==> config.mk <==
export PLATFORM = sky130hd
export DESIGN_NAME = osd_fringe_border_smoothing
export DESIGN_NICKNAME = d
export VERILOG_FILES = /design/src/inc/osd_effect_pkg.sv /design/src/core/osd_fringe_border_smoothing.sv
export SDC_FILE = /design/constraint.sdc
export NUM_CORES = 1
export LEC_CHECK = 0
export BUFFER_PORTS_ARGS = -buffer_cell sky130_fd_sc_hd__buf_2
export CORE_MARGIN = 3
export CORE_UTILIZATION = 45
export DETAILED_ROUTE_END_ITERATION = 6
export GPL_TIMING_DRIVEN = 0
export PLACE_DENSITY = 0.75
export SLEW_MARGIN = 30
export SYNTH_ARGS = -nofsm -noshare
export SYNTH_HDL_FRONTEND = slang
export SYNTH_SLANG_ARGS = --single-unit
==> constraint.sdc <==
create_clock -name clk_i -period 1.8 [get_ports clk_i]
set_clock_uncertainty 0.2 [all_clocks]
set_input_delay 0.18 -clock clk_i [delete_from_list [all_inputs] [get_ports clk_i]]
set_output_delay 0.18 -clock clk_i [all_outputs]
set_load 0.01 [all_outputs]
==> src/inc/osd_effect_pkg.sv <==
package osd_effect_pkg;

  // ************************************************************
  // Register map (byte addresses, one 32-bit word each)
  // ************************************************************
  localparam logic [4:0] ADDR_SPACE_COLOR = 5'h00;
  localparam logic [4:0] ADDR_EDGE_A      = 5'h04;
  localparam logic [4:0] ADDR_EDGE_B      = 5'h08;
  localparam logic [4:0] ADDR_SMOOTH_A    = 5'h0C;
  localparam logic [4:0] ADDR_SMOOTH_B    = 5'h10;
  localparam logic [4:0] ADDR_DISPLAY     = 5'h14;
  localparam logic [4:0] ADDR_IRQ_STATUS  = 5'h18;
  localparam logic [4:0] ADDR_IRQ_MASK    = 5'h1C;

  // ************************************************************
  // Field positions and reset values
  // ************************************************************
  localparam int          SC_HALF_DOT_BIT  = 3;
  localparam int          SC_INTER_CHR_BIT = 4;
  localparam int          EB_MODE_BIT      = 7;
  localparam int          EB_COLOR_LSB     = 4;
  localparam int          DC_ENABLE_BIT    = 0;
  localparam int          DC_ROW_LSB       = 4;
  localparam logic [7:0]  REG_RESET        = 8'h00;
  localparam logic [7:0]  UPPER_EN_MASK    = 8'h0F;
  localparam logic [3:0]  ROW_ZERO         = 4'h0;
  localparam logic [3:0]  ROW_ONE          = 4'h1;
  localparam logic [31:0] WORD_ZERO        = 32'h0000_0000;
  localparam logic [2:0]  COLOR_BLACK      = 3'h0;

  // Interrupt events
  localparam int          EV_ROW   = 0;
  localparam int          EV_FRAME = 1;
  localparam int          EV_COUNT = 2;

  // Neighbour positions in the 3x3 dot window
  localparam int NB_UL = 0;
  localparam int NB_U  = 1;
  localparam int NB_UR = 2;
  localparam int NB_L  = 3;
  localparam int NB_R  = 4;
  localparam int NB_DL = 5;
  localparam int NB_D  = 6;
  localparam int NB_DR = 7;

  // ************************************************************
  // Types
  // ************************************************************
  typedef enum logic [1:0] {
    BUS_IDLE = 2'b01,
    BUS_ACK  = 2'b10
  } bus_state_t;

  typedef enum logic [1:0] {
    DOT_BACKGROUND = 2'h0,
    DOT_CHARACTER  = 2'h1,
    DOT_EDGE       = 2'h2,
    DOT_SMOOTH     = 2'h3
  } dot_kind_t;

  typedef struct packed {
    logic       frame_start;
    logic       row_start;
  } sync_t;

  typedef struct packed {
    logic       valid;
    logic       lit;
    logic [7:0] nbr_lit;
    logic [7:0] nbr_same;
    logic       right_half;
    logic       odd_field;
    logic [2:0] char_color;
    logic [2:0] back_color;
  } dot_in_t;

  typedef struct packed {
    logic       valid;
    dot_kind_t  kind;
    logic [2:0] rgb;
  } dot_out_t;

  typedef struct packed {
    logic [7:0] space_color_options;
    logic [7:0] edge_effect_line_enable_a;
    logic [7:0] edge_effect_control_b;
    logic [7:0] smoothing_line_enable_a;
    logic [7:0] smoothing_line_enable_b;
  } osd_regs_t;

endpackage

==> src/core/osd_fringe_border_smoothing.sv <==
// Operation
// - Fringe shadow below and right of dots
// - Fringe width full or half dot
// - Largest character fringe spills past cell
// - Spilled fringe shown; character dots win
// - Mode one: fringe on enabled lines
// - Mode zero: border on enabled lines
// - Border outlines all sides, half dot
// - Effect colour from control field bits
// - Spilled border shown; character dots win
// - Half vertical dot uses one field
// - Quarter-dot fill on corner-only contacts
// - Smoothing enabled per line by masks
// - Inter-character smoothing joins side neighbours
// - Control writes take effect next row, except display enable
// - Row counter readable in display control
//
// Added by the designer: the address map and register access over Avalon-MM.
module osd_fringe_border_smoothing #(
  parameter int ROW_COUNT = 12
) (
  input  wire  logic                     clk_i,
  input  wire  logic                     reset_i,
  input  wire  logic [4:0]               avs_address_i,
  input  wire  logic                     avs_read_i,
  input  wire  logic                     avs_write_i,
  input  wire  logic [31:0]              avs_writedata_i,
  output logic       [31:0]              avs_readdata_o,
  output logic                           avs_waitrequest_o,
  input  wire  osd_effect_pkg::sync_t    sync_i,
  input  wire  osd_effect_pkg::dot_in_t  dot_i,
  output osd_effect_pkg::dot_out_t       dot_o,
  output logic                           irq_o
);
  import osd_effect_pkg::*;

  // ************************************************************
  // Elaboration checks
  // ************************************************************
  // Enable masks hold twelve line bits; the counter is four bits
  if (ROW_COUNT < 1 || ROW_COUNT > 12) begin : g_bad_rows
    $error("ROW_COUNT must lie between 1 and 12");
  end

  // Status and mask bits must fit the written byte
  if (EV_COUNT < 1 || EV_COUNT > 8) begin : g_bad_events
    $error("EV_COUNT must lie between 1 and 8");
  end

  // Row field must fit the low byte of the display word
  if (DC_ROW_LSB + 4 > 8) begin : g_bad_row_field
    $error("Row field must fit the low byte");
  end

  localparam logic [3:0] ROW_LAST = 4'(ROW_COUNT - 1);

  // ************************************************************
  // State
  // ************************************************************
  typedef struct packed {
    bus_state_t          bus;
    logic                waitreq;
    logic [31:0]         rdata;
    osd_regs_t           live;
    osd_regs_t           act;
    logic                disp_en;
    logic [3:0]          row;
    logic                row_seen;
    logic [EV_COUNT-1:0] irq_stat;
    logic [EV_COUNT-1:0] irq_mask;
    logic                irq;
    dot_out_t            dout;
  } state_t;

  state_t s_q;
  state_t s_d;

  // ************************************************************
  // Dot effect helpers
  // ************************************************************
  logic [11:0] edge_en;
  logic [11:0] smooth_en;
  logic        line_edge;
  logic        line_smooth;
  logic        fringe_mode;
  logic        half_fringe;
  logic        inter_chr;
  logic [2:0]  effect_color;
  logic [7:0]  n;
  logic [7:0]  ok;
  logic        h;
  logic        f;
  logic        fringe_hit;
  logic        border_hit;
  logic        smooth_hit;
  // Half-dot position of the current dot
  logic        left_half;
  logic        even_field;
  // Per-term effect hits
  logic        fr_left;
  logic        fr_up;
  logic        fr_corner;
  logic        bd_left;
  logic        bd_right;
  logic        bd_up;
  logic        bd_down;
  logic        bd_up_left;
  logic        bd_up_right;
  logic        bd_down_left;
  logic        bd_down_right;
  logic        sm_up_left;
  logic        sm_up_right;
  logic        sm_down_left;
  logic        sm_down_right;
  // Effect choice after line gating
  logic        show_smooth;
  logic        show_fringe;
  logic        show_border;

  // Active copies only, so a mid-row write cannot tear a row
  always_comb begin
    edge_en      = {s_q.act.edge_effect_control_b[3:0],
                    s_q.act.edge_effect_line_enable_a};
    smooth_en    = {s_q.act.smoothing_line_enable_b[3:0],
                    s_q.act.smoothing_line_enable_a};
    line_edge    = edge_en[s_q.row];
    line_smooth  = smooth_en[s_q.row];
    fringe_mode  = s_q.act.edge_effect_control_b[EB_MODE_BIT];
    half_fringe  = s_q.act.space_color_options[SC_HALF_DOT_BIT];
    inter_chr    = s_q.act.space_color_options[SC_INTER_CHR_BIT];
    effect_color = s_q.act.edge_effect_control_b[EB_COLOR_LSB +: 3];
    n            = dot_i.nbr_lit;
    h            = dot_i.right_half;
    f            = dot_i.odd_field;
    left_half    = ~dot_i.right_half;
    even_field   = ~dot_i.odd_field;
  end

  // ************************************************************
  // Fringe
  // ************************************************************
  // Neighbours from any cell count, so spilled shadow is drawn
  always_comb begin
    if (half_fringe) begin
      // Half dot: left half when right of a lit dot, even field when below one
      fr_left   = n[NB_L] & left_half;
      fr_up     = n[NB_U] & even_field;
      fr_corner = n[NB_UL] & left_half & even_field;
    end else begin
      // Full dot: whole dot right of and below a lit dot
      fr_left   = n[NB_L];
      fr_up     = n[NB_U];
      fr_corner = n[NB_UL];
    end
    fringe_hit = fr_left | fr_up | fr_corner;
  end

  // ************************************************************
  // Border
  // ************************************************************
  // Border is always half a dot, on the side facing the lit dot
  always_comb begin
    // Sides: the half column or field that faces the lit dot
    bd_left       = n[NB_L] & left_half;
    bd_right      = n[NB_R] & h;
    bd_up         = n[NB_U] & even_field;
    bd_down       = n[NB_D] & f;
    // Corners: the quarter that faces a diagonal lit dot
    bd_up_left    = n[NB_UL] & left_half & even_field;
    bd_up_right   = n[NB_UR] & h & even_field;
    bd_down_left  = n[NB_DL] & left_half & f;
    bd_down_right = n[NB_DR] & h & f;
    border_hit    = bd_left | bd_right | bd_up | bd_down
                  | bd_up_left | bd_up_right | bd_down_left | bd_down_right;
  end

  // ************************************************************
  // Smoothing
  // ************************************************************
  // Corner fill needs both orthogonal neighbours in one character; with inter_chr set only the vertical one
  always_comb begin
    ok            = dot_i.nbr_same;
    ok[NB_L]      = dot_i.nbr_same[NB_L] | inter_chr;
    ok[NB_R]      = dot_i.nbr_same[NB_R] | inter_chr;
    // Quarter dot: one half column in one field
    sm_up_left    = n[NB_U] & ok[NB_U] & n[NB_L] & ok[NB_L] & left_half & even_field;
    sm_up_right   = n[NB_U] & ok[NB_U] & n[NB_R] & ok[NB_R] & h & even_field;
    sm_down_left  = n[NB_D] & ok[NB_D] & n[NB_L] & ok[NB_L] & left_half & f;
    sm_down_right = n[NB_D] & ok[NB_D] & n[NB_R] & ok[NB_R] & h & f;
    smooth_hit    = sm_up_left | sm_up_right | sm_down_left | sm_down_right;
  end

  // ************************************************************
  // Dot output selection
  // ************************************************************
  // Effects gated by their line enables; a clear line shows none
  always_comb begin
    show_smooth = line_smooth & smooth_hit;
    show_fringe = line_edge & fringe_mode & fringe_hit;
    show_border = line_edge & ~fringe_mode & border_hit;
  end

  // ************************************************************
  // Next state
  // ************************************************************
  logic                bus_req;
  logic [EV_COUNT-1:0] events;
  logic [EV_COUNT-1:0] w1c;
  logic [7:0]          wbyte;
  logic [31:0]         rword;

  always_comb begin
    s_d     = s_q;
    bus_req = avs_read_i | avs_write_i;
    wbyte   = avs_writedata_i[7:0];
    events  = '0;
    w1c     = '0;
    rword   = WORD_ZERO;

    // Read mux, narrow registers in the low byte
    case (avs_address_i)
      ADDR_SPACE_COLOR: rword[7:0] = s_q.live.space_color_options;
      ADDR_EDGE_A:      rword[7:0] = s_q.live.edge_effect_line_enable_a;
      ADDR_EDGE_B:      rword[7:0] = s_q.live.edge_effect_control_b;
      ADDR_SMOOTH_A:    rword[7:0] = s_q.live.smoothing_line_enable_a;
      ADDR_SMOOTH_B:    rword[7:0] = s_q.live.smoothing_line_enable_b;
      ADDR_DISPLAY: begin
        rword[DC_ROW_LSB +: 4] = s_q.row;
        rword[DC_ENABLE_BIT]   = s_q.disp_en;
      end
      ADDR_IRQ_STATUS:  rword[EV_COUNT-1:0] = s_q.irq_stat;
      ADDR_IRQ_MASK:    rword[EV_COUNT-1:0] = s_q.irq_mask;
      default:          rword = WORD_ZERO;                  // Unmapped reads zero
    endcase

    // Two-cycle slave: waitrequest drops in the cycle after the request
    case (s_q.bus)
      BUS_IDLE: begin
        if (bus_req) begin
          s_d.bus     = BUS_ACK;
          s_d.waitreq = 1'b0;
          s_d.rdata  = rword;
        end
      end
      BUS_ACK: begin
        s_d.bus     = BUS_IDLE;
        s_d.waitreq = 1'b1;
        if (avs_write_i) begin
          case (avs_address_i)
            ADDR_SPACE_COLOR: s_d.live.space_color_options       = wbyte;
            ADDR_EDGE_A:      s_d.live.edge_effect_line_enable_a = wbyte;
            ADDR_EDGE_B:      s_d.live.edge_effect_control_b     = wbyte;
            ADDR_SMOOTH_A:    s_d.live.smoothing_line_enable_a   = wbyte;
            ADDR_SMOOTH_B:    s_d.live.smoothing_line_enable_b   = wbyte;
            // Output enable bypasses the row shadow on purpose
            ADDR_DISPLAY:     s_d.disp_en = wbyte[DC_ENABLE_BIT];
            ADDR_IRQ_STATUS:  w1c = wbyte[EV_COUNT-1:0];
            ADDR_IRQ_MASK:    s_d.irq_mask = wbyte[EV_COUNT-1:0];
            default:          ;                             // Unmapped writes ignored
          endcase
        end
      end
      default: begin
        s_d.bus     = BUS_IDLE;
        s_d.waitreq = 1'b1;
      end
    endcase

    // Row counter and shadow load at each row start
    if (sync_i.frame_start) begin
      s_d.row_seen = 1'b0;
      s_d.row      = ROW_ZERO;
      events[EV_FRAME] = 1'b1;
    end else if (sync_i.row_start) begin
      s_d.row_seen = 1'b1;
      if (!s_q.row_seen) begin
        s_d.row = ROW_ZERO;
      end else if (s_q.row != ROW_LAST) begin
        s_d.row = s_q.row + ROW_ONE;
      end
      // Writes made in row N become visible from row N+1
      s_d.act = s_d.live;
      events[EV_ROW] = 1'b1;
    end

    // Set wins over a simultaneous write-one clear
    s_d.irq_stat = (s_q.irq_stat & ~w1c) | events;
    s_d.irq      = |(s_d.irq_stat & s_d.irq_mask);

    // Dot priority: character, smoothing, edge effect, background
    s_d.dout.valid = dot_i.valid;
    if (!s_q.disp_en) begin
      s_d.dout.kind = DOT_BACKGROUND;
      s_d.dout.rgb  = COLOR_BLACK;
    end else if (dot_i.lit) begin
      s_d.dout.kind = DOT_CHARACTER;
      s_d.dout.rgb  = dot_i.char_color;
    end else if (show_smooth) begin
      s_d.dout.kind = DOT_SMOOTH;
      s_d.dout.rgb  = dot_i.char_color;
    end else if (show_fringe) begin
      s_d.dout.kind = DOT_EDGE;
      s_d.dout.rgb  = effect_color;
    end else if (show_border) begin
      s_d.dout.kind = DOT_EDGE;
      s_d.dout.rgb  = effect_color;
    end else begin
      s_d.dout.kind = DOT_BACKGROUND;
      s_d.dout.rgb  = dot_i.back_color;
    end
  end

  // ************************************************************
  // State register
  // ************************************************************
  always_ff @(posedge clk_i) begin
    if (reset_i) begin
      s_q.bus      <= BUS_IDLE;
      s_q.waitreq  <= 1'b1;
      s_q.rdata    <= WORD_ZERO;
      s_q.live     <= {5{REG_RESET}};
      s_q.act      <= {5{REG_RESET}};
      s_q.disp_en  <= 1'b0;
      s_q.row      <= ROW_ZERO;
      s_q.row_seen <= 1'b0;
      s_q.irq_stat <= '0;
      s_q.irq_mask <= '0;
      s_q.irq      <= 1'b0;
      s_q.dout     <= '0;
    end else begin
      s_q <= s_d;
    end
  end

  // ************************************************************
  // Outputs
  // ************************************************************
  // Outputs straight from the state flops; no gate after them
  assign avs_waitrequest_o = s_q.waitreq;
  assign avs_readdata_o    = s_q.rdata;
  assign dot_o             = s_q.dout;
  assign irq_o             = s_q.irq;

endmodule // osd_fringe_border_smoothing

==> impl_metrics.toml, run 1 <==
[outcome]
status = "complete, but fails checks"
failed_checks = "negative setup slack"

[clock_tree]
cts_tree = "done"
path_clk_slew_ns = 0.10
clockBufferDepth = 2
root_buffer = "clkbuf_8"
cts_max_level = 3
clock_sinks = 97
insertion_delay_ns = 0.37
cts_buffers = 9

[logic_synthesis]
ys.warnings.count = 0
seq_area_frac_synth = 0.433
synth-main-ff-cell = "dfxtp_1"
syn_area_um2 = 4490
postSynthAreaPerCell_um2 = 9.65
synthArstFlopShare = 0
ys_ff_latch = 97
ys_top_cells_by_area = "dfxtp_1 (43%), mux2i_1 (14%), nor2_1 (7.9%), buf_4 (7.0%), mux4_2 (6.5%)"
synth_top_area_frac = 0.433
yosysTopAreaCell = "dfxtp_1"
synthCells = 465
synth_edf_count = 0
synth_cell_types = 47

[routing]
totalWireLength_um = 12900
wire_per_inst_um = 17.7
vias = 4077
vias_per_cell = 5.60
ant_nets = 0
drc_errors = 0
drt_iter0_drc = 271
dr.pass1.iters = 5

[sta]
min_period_ns = 2.04
relSlewSlack = 0.400
max_freq_mhz = 490
fin_hold_ws_ns = 0.0307
fin_crit_sh = 1.13
setup_viol = 19
hold_viol = 0
rsz0062_at_grt = "yes"
worstMarginPinSlew_ns = 0.898
worst_slack_ns = -0.243
finalMaxSlewViolations = 0

[pwr]
power.density_nw_per_um2 = 718
ir_drop_mv = 0.433
leakage_nw = 2.47

[layout]
nets = 664
mostFrequentLayoutCell = "dfxtp_1"
regArea_um2 = 1950
fillers = 713
area.growth.synth_to_final_pct = 35.5
fin_util = 0.642
drive_above_1_share = 0.349
fin_cells = 728
antenna_cells = 0
final_cell_mix = "dfxtp_1 (93), nor2_1 (92), buf_4 (57)"
multi_input_area_um2 = 2570

[placement]
dp_cells = 670
io_buffer_count = 53
finalWeightedCongestion = 0.891
dp_hpwl_um = 8250

[global_route]
grt_max_degree = 16
overflow = 0
grt_pass1_vias = 3852
antenna_found_initial = 0
grt_first_pass_wirelength_um = 19500
grt.total_usage = 0.221

[floorplanning]
num_rows = 35
initial_core_util = 0.474
die_y_um = 106
die_w_um = 106
core_um2 = 9460
io_pins = 109
die-area_um2 = 11200

[critical_path]
path_max_fanout = 5
max_stage_delay_ns = 0.52
required_ns = 1.86
crit_path_end_kind = "flip-flop"
path_cells = "buf_8 -> mux4_2 -> mux2i_2 -> o21ai_2 -> o31ai_4 -> mux2i_1 -> a21oi_1"
arrival_ns = 2.10
critPathKind = "flip-flop to flip-flop"
slowest_stage = "mux4_2"
cp-start-kind = "flip-flop"

[hold_path]
hp-class = "input port to flip-flop"

[job]
drv_cap = 0
## report_power, final
group / leakage [nW] / internal [mW] / switching, mW
clock: 0.109 / 0.860 / 0.755
combinational: 1.57 / 0.226 / 0.298
sequential: 0.789 / 2.19 / 0.0267
## per-stage QoR
stage | power, mW | setup TNS (ns) | setup slack [ns] | cell area (um2)
6_report | 4.36 | -1.61 | -0.243 | 6080
3_5_place_dp | 2.68 | -13.97 | -0.510 | 5020
4_1_cts | 4.31 | -1.16 | -0.187 | 5850
5_1_grt | 4.49 | -2.84 | -0.281 | 6080
3_3_place_gp | 2.67 | -12.59 | -0.459 | 5020
2_1_floorplan | 2.54 | -0.193 | -0.0645 | 4590
## worst max-delay path: cells and delay by family (launching register included)
family | cells | cell delay [ns]
flip-flops | 1 | 0.36
AO/OA/AOI/OAI | 3 | 0.29
multiplexers | 3 | 0.98
buffers and inverters | 1 | 0.12
## final timing paths
| path | start | slack (ns) | to | cells past startpoint |
|---|---|---|---|---|
| worst max-delay path | s_q[12] | -0.24 | dot_o[0] | 7 |
| worst min-delay path | avs_writedata_i[1] | 0.03 | flip-flop | 3 |
| worst max register to register | s_q[12] | -0.24 | dot_o[0] | 7 |
| worst min register to register | avs_readdata_o[1] | 0.26 | avs_readdata_o[1] | 2 |
## layout make-up
| cell class | instances | share of cell area |
|---|---|---|
| Sequential cell | 97 | 0.320 |
| Clock inverter | 4 | 0.0124 |
| Clock buffer | 12 | 0.0255 |
| Multi-Input combinational cell | 315 | 0.423 |
| Inverter | 9 | 0.00556 |
| Buffer | 66 | 0.0760 |
| Tap cell | 129 | 0.0266 |
| Timing Repair Buffer | 96 | 0.110 |
## synthesized netlist by cell type, drive strengths merged, types with 2 or more instances
master   number
a211oi       33
a21oi        16
a2bb2oi       4
and3b         2
buf          46
clkbuf       21
dfxtp        97
inv           9
mux2i        62
mux4         13
nand2        14
nand2b        2
nand3         2
nor2         96
nor2b         7
nor3          6
nor3b         2
o21ai        10
o22ai         3
## registers in the layout (all words and copies together), names as in the netlist, named ones only
| signal | flops |
|---|---|
| avs_readdata_o | 8 |
| dot_o | 6 |
| edge_en | 12 |
| effect_color | 3 |
| fringe_mode | 1 |
| half_fringe | 1 |
| inter_chr | 1 |
| irq_o | 1 |
| s_q | 61 |
## kinds of logic (layout without fill, tap and decap cells)
family	after synthesis	in the layout	share of synthesized area
and+or+nand+nor	138	138	0.141
DFF	97	97	0.433
other	1	24	0.000836
buffers and inverters	76	187	0.101
AOI/OAI and AO/OA	77	77	0.118
adders and majority gates	1	1	0.00279
muxes	75	75	0.204
## metal layers
| metal | share of wire | track usage |
|---|---|---|
| met5 | 0 | 0 |
| met1 | 0.37 | 0.268 |
| met4 | 0.051 | 0.121 |
| met2 | 0.50 | 0.374 |
| met3 | 0.075 | 0.0331 |
## timing repair
item	4_1_cts	5_1_grt
endpoints found under the setup margin	57	52
buffers inserted	15	8
hold buffers	20	0
hold endpoints to repair	22	0
resized for setup	54	38
pin swaps	8	14
Power figures use the tool's default switching activity.
==> run 2: changes to the inputs <==
--- a/config.mk
+++ b/config.mk
@@ -5,12 +5,13 @@
 export SDC_FILE = /design/constraint.sdc
 export NUM_CORES = 1
 export LEC_CHECK = 0
+export ABC_AREA = 1
 export BUFFER_PORTS_ARGS = -buffer_cell sky130_fd_sc_hd__buf_2
 export CORE_MARGIN = 3
 export CORE_UTILIZATION = 45
 export DETAILED_ROUTE_END_ITERATION = 6
 export GPL_TIMING_DRIVEN = 0
-export PLACE_DENSITY = 0.75
+export PLACE_DENSITY = 0.74
 export SLEW_MARGIN = 30
 export SYNTH_ARGS = -nofsm -noshare
 export SYNTH_HDL_FRONTEND = slang
==> impl_metrics.toml, run 2 <==
[routing]
met2_length_um = 5640
vias_per_cell = 4.85
vias = 4670
top_layer = "met4"
wire_per_inst_um = 13.0
met3WireLength_um = 884
dr.pass1.iters = 7
totalWireLength_um = 12600
ant_nets = 0
drt-met1-wl_um = 5760
drc_errors = 0
drt_iter0_drc = 305

[hold_path]
min_from = "reset_i"
hp-class = "input port to flip-flop"

[global_route]
antenna_found_initial = 0
overflow = 0
grt_max_degree = 16
grt_pass1_vias = 4090
grt_first_pass_wirelength_um = 19400
grt.total_usage = 0.208

[clock_tree]
insertion_delay_ns = 0.36
clockBufferDepth = 2
cts_buffers = 9
root_buffer = "clkbuf_8"
cts_max_level = 3
path_clk_slew_ns = 0.10
cts_tree = "done"
clock_sinks = 97

[logic_synthesis]
ys_ff_latch = 97
ys.warnings.count = 0
synth_top_area_frac = 0.398
yosysTopAreaCell = "dfxtp_1"
synth-main-ff-cell = "dfxtp_1"
synth_cell_types = 35
syn_area_um2 = 4870
postSynthAreaPerCell_um2 = 6.89
synthCells = 707
ys_top_cells_by_area = "dfxtp_1 (40%), nand2_1 (9.7%), inv_1 (9.1%), buf_4 (5.9%), nor2_1 (5.6%)"
synthTopCellsByCount = "nand2_1 (126), inv_1 (118), dfxtp_1 (97)"
seq_area_frac_synth = 0.398
synth_most_common_cell = "nand2_1"
synthArstFlopShare = 0
synth_edf_count = 0

[layout]
largest_reg_flops = 61
nets = 892
drive_above_1_share = 0.210
area.growth.synth_to_final_pct = 22.6
final_cell_mix = "nand2_1 (121), inv_1 (117), dfxtp_1 (94)"
largest_register = "s_q"
antenna_cells = 0
fin_cells = 963
fin_util = 0.574
fillers = 993
mostFrequentLayoutCell = "nand2_1"

[critical_path]
r2r_start = "s_q[13]"
path_buf_inv = 2
path_cells = "buf_6 -> clkinvlp_4 -> nand3_2 -> nand2_1 -> nand2_1 -> nand3_2 -> nand2_2 -> nand2_1 -> nand3_1 -> nand2_1"
path_max_fanout = 8
startpoint = "s_q[13]"
crit_top_cell = "nand2_1"
max_stage_delay_ns = 0.34
critPathKind = "flip-flop to flip-flop"
crit_path_end_kind = "flip-flop"
slowest_stage = "dfxtp_2"
arrival_ns = 1.81
cp_top_family = "simple AND/OR/NAND/NOR gates"
required_ns = 1.87
cp-start-kind = "flip-flop"

[sta]
worstMarginPinSlew_ns = 0.610
max_freq_mhz = 576
relSlewSlack = 0.593
hold_viol = 0
min_period_ns = 1.74
setup_viol = 0
fin_crit_sh = 0.964
finalMaxSlewViolations = 0

[floorplanning]
initial_core_util = 0.468
num_rows = 37
die_w_um = 110
core_um2 = 10400
io_pins = 109
die-area_um2 = 12100
die_y_um = 110

[pwr]
total_power_mw = 4.21
ir_drop_mv = 0.353
leakage_nw = 2.99
power.density_nw_per_um2 = 704

[placement]
finalWeightedCongestion = 0.907
io_buffer_count = 54
dp_cells = 920
dp_hpwl_um = 9120

[job]
drv_cap = 0

[outcome]
status = "finished clean"
==> run 2: cell types whose count changed after synthesis, moves of 9 or more <==
cell / before / now
mux2i_1: 62 / 0
nand3_1: 1 / 44
a21oi_1: 15 / 48
o21ai_1: 3 / 35
nand2_1: 13 / 126
a211oi_1: 33 / 6
mux4_2: 13 / 0
o21ai_0: 7 / 32
and2_1: 0 / 9
nor2_1: 95 / 73
o21a_1: 0 / 9
inv_1: 9 / 118
==> run 2: where the power goes <==
part	internal [mW]	switching (mW)	leakage [nW]	total, mW
registers	2.21	0.0349	0.790	2.24
clock network	0.620	0.764	0.0919	1.38
logic	0.240	0.338	2.11	0.578
==> run 2: routing by layer <==
layer | vias to the layer above | global-route usage
met5 | - | 0
met4 | 0 | 0.0641
met3 | 18 | 0.0437
met2 | 169 | 0.332
met1 | 2081 | 0.282
li1 | 2402 | -
==> run 2: worst reg2reg max path, cell delays in order, from the launching register on <==
cell	delay [ns]
dfxtp_2	0.34
buf_6	0.13
clkinvlp_4	0.22
nand3_2	0.15
nand2_1	0.07
nand2_1	0.08
nand3_2	0.13
nand2_2	0.11
nand2_1	0.09
nand3_1	0.08
nand2_1	0.05
==> run 2: metrics by stage <==
| stage | hold WS, ns | setup slack (ns) | TNS (ns) | instance area, um2 |
|---|---|---|---|---|
| floorplan | 0.0870 | 0.210 | 0 | 4960 |
| finish | 0.0711 | 0.0640 | 0 | 5980 |
| global route | 0.0855 | -0.0301 | -0.0680 | 5980 |
| CTS | 0.0551 | 0.00111 | 0 | 5850 |
| detailed placement | 0.190 | -0.208 | -2.84 | 5400 |
| global placement | 0.189 | -0.196 | -2.34 | 5400 |
==> run 2: final cells by class <==
class,count,area [um2],share of cell area
Multi-Input combinational cell,445,2230,0.373
Sequential cell,97,1950,0.326
Timing Repair Buffer,81,523,0.0875
Inverter,127,492,0.0823
Buffer,61,425,0.0712
Tap cell,136,170,0.0285
Clock buffer,13,169,0.0283
Clock inverter,3,23.8,0.00398
==> run 2: path summary, 6_finish.rpt <==
check	endpoint	cells after the start	slack [ns]
max	dot_o[2]	10	0.06
min	s_q[10]	2	0.07
max reg2reg	dot_o[2]	10	0.06
min reg2reg	s_q[61]	2	0.25
==> run 2: repair_timing <==
| item | in CTS | in global routing |
|---|---|---|
| setup buffers | 4 | 3 |
| resized for setup | 8 | 30 |
| hold buffers | 20 | 0 |
| pin swaps | 1 | 5 |
| hold endpoints to repair | 26 | 0 |
| endpoints found under the setup margin | 8 | 31 |
==> run 2: kinds of logic after synthesis <==
group	after synthesis	synth area share
other cells	1	0.000769
buf+inv	188	0.180
simple gates	272	0.247
fa+ha+maj	1	0.00257
flops	97	0.398
compound gates	148	0.171
==> run 3: changes to the inputs <==
--- a/config.mk
+++ b/config.mk
@@ -11,7 +11,7 @@
 export CORE_UTILIZATION = 45
 export DETAILED_ROUTE_END_ITERATION = 6
 export GPL_TIMING_DRIVEN = 0
-export PLACE_DENSITY = 0.74
+export PLACE_DENSITY = 0.71
 export SLEW_MARGIN = 30
 export SYNTH_ARGS = -nofsm -noshare
 export SYNTH_HDL_FRONTEND = slang
==> constraint.sdc (replaced) <==
create_clock -name clk_i -period 1.75 [get_ports clk_i]
set_clock_uncertainty 0.2 [all_clocks]
set_input_delay 0.175 -clock clk_i [delete_from_list [all_inputs] [get_ports clk_i]]
set_output_delay 0.175 -clock clk_i [all_outputs]
set_load 0.01 [all_outputs]
==> impl_metrics.toml, run 3 (same netlist as run 2, synthesis figures left out) <==
[sta]
fin_crit_sh = 0.995
setup_viol = 0
max_freq_mhz = 575
hold_viol = 0
finalMaxSlewViolations = 0
relSlewSlack = 0.564
worstMarginPinSlew_ns = 0.654
min_period_ns = 1.74
rsz0062_at_grt = "yes"
fin_hold_ws_ns = 0.0589
worst_slack_ns = 0.00961

[hold_path]
min_from = "avs_address_i[4]"
min_to = "s_q[9]"
whs_path_depth = 4
hp-class = "input port to flip-flop"

[clock_tree]
root_buffer = "clkbuf_8"
cts_tree = "done"
clock_sinks = 97
clockBufferDepth = 2
cts_max_level = 3
path_clk_slew_ns = 0.10
insertion_delay_ns = 0.37
cts_buffers = 9

[global_route]
overflow = 0
grt.total_usage = 0.221
grt_first_pass_wirelength_um = 20500
antenna_found_initial = 0
use_met2 = 0.371
globalRoute.busiestLayer = "met2"
grt_pass1_vias = 4243
met3_usage = 0.0489
use_met1 = 0.285
grt_max_degree = 16

[floorplanning]
initial_core_util = 0.468
io_pins = 109
die_w_um = 110
core_um2 = 10400
num_rows = 37
die-area_um2 = 12100
die_y_um = 110

[layout]
largest_register = "s_q"
nets = 893
area.growth.synth_to_final_pct = 25.6
largest_reg_flops = 61
antenna_cells = 0
fillers = 960
mostFrequentLayoutCell = "inv_1"
final_cell_mix = "inv_1 (116), nand2_1 (113), dfxtp_1 (93)"
drive_above_1_share = 0.234

[critical_path]
rr_worst_depth = 10
r2r_end = "dot_o[0]"
path_max_fanout = 8
r2r_start = "s_q[13]"
critPathKind = "flip-flop to flip-flop"
crit_path_end_kind = "flip-flop"
r2r_slack_ns = 0.01
arrival_ns = 1.85
slowest_stage = "dfxtp_2"
max_stage_delay_ns = 0.34
path_cells = "buf_6 -> clkinvlp_4 -> buf_6 -> nand3_2 -> nand3_2 -> nand3_4 -> nand2_4 -> nand2_4 -> nand3_2 -> nand2_1"
crit_top_cell = "nand3_2"
cp-start-kind = "flip-flop"
required_ns = 1.86

[routing]
drt_iter0_drc = 252
dr.pass1.iters = 5
totalWireLength_um = 13400
vias_per_cell = 4.92
vias = 4746
ant_nets = 0
drc_errors = 0
wire_per_inst_um = 13.9

[pwr]
p_int_mw = 3.33
p_switching_mw = 1.18
clkPwrFrac = 0.350
leakage_nw = 3.04
ir_drop_mv = 0.508
power.density_nw_per_um2 = 738
seqPwrFrac = 0.511
combPwrFrac = 0.139
p_sw_frac = 0.262

[outcome]
status = "finished clean"

[placement]
pre_cts_slack_ns = -0.262
io_buffer_count = 54
dp_hpwl_um = 9750
finalWeightedCongestion = 0.891

[job]
drv_cap = 0
==> run 3: what timing repair did <==
item                                   CTS  global route
setup buffers                            7             2
gates resized for setup                 17            45
gates cloned                             0             0
setup endpoints to repair               21            33
endpoints found under the hold margin   27             0
hold buffers                            20             0
pin swaps                                1            15
==> run 3: cell type report <==
type	count	area [um2]	area share
multi-input cells	445	2330	0.380
flip-flops and latches	97	1950	0.318
repair buffers	83	558	0.0912
inverters	127	494	0.0807
plain buffers	60	412	0.0673
well taps	136	170	0.0278
clock buffers	11	131	0.0215
clock inverters	5	80.1	0.0131
==> run 3: worst max-delay path, delay by kind of cell (launching register included) <==
kind | cells | cell delay (ns)
and+or+nand+nor | 7 | 0.61
DFF | 1 | 0.34
buffers and inverters | 3 | 0.53
==> run 3: worst max path at each step <==
stage	start	to	slack [ns]	cells after the start
final	s_q[13]	dot_o[0]	0.01	10
after global routing	s_q[13]	dot_o[1]	-0.08	10
after CTS	s_q[13]	dot_o[0]	0.02	10
after detailed placement	s_q[12]	dot_o[0]	-0.26	11
after global placement	avs_address_i[1]	s_q[20]	-0.24	9
after floorplan	s_q[12]	dot_o[0]	0.16	11
==> run 3: power by group through the flow <==
stage	Combinational (mW)	Clock, mW	Sequential, mW
after floorplan	0.363	0	2.35
after global placement	0.519	0	2.35
after detailed placement	0.528	0	2.36
after CTS	0.581	1.59	2.31
after global routing	0.698	1.69	2.32
final	0.626	1.58	2.31
==> run 3: through the flow <==
stage,area [um2],cells,utilization,setup TNS [ns],power (mW)
6_report,6120,964,0.588,0,4.52
5_1_grt,6120,964,0.588,-0.274,4.70
4_1_cts,5930,962,0.570,0,4.48
3_5_place_dp,5400,920,0.519,-4.81,2.89
3_3_place_gp,5400,920,0.519,-3.76,2.87
2_1_floorplan,4960,730,-,0,2.71
==> run 3: per-layer routing <==
layer | vias to the layer above | part of all wire
li1 | 2386 | -
met1 | 2183 | 0.42
met2 | 150 | 0.49
met3 | 27 | 0.072
met4 | 0 | 0.021
met5 | - | 0
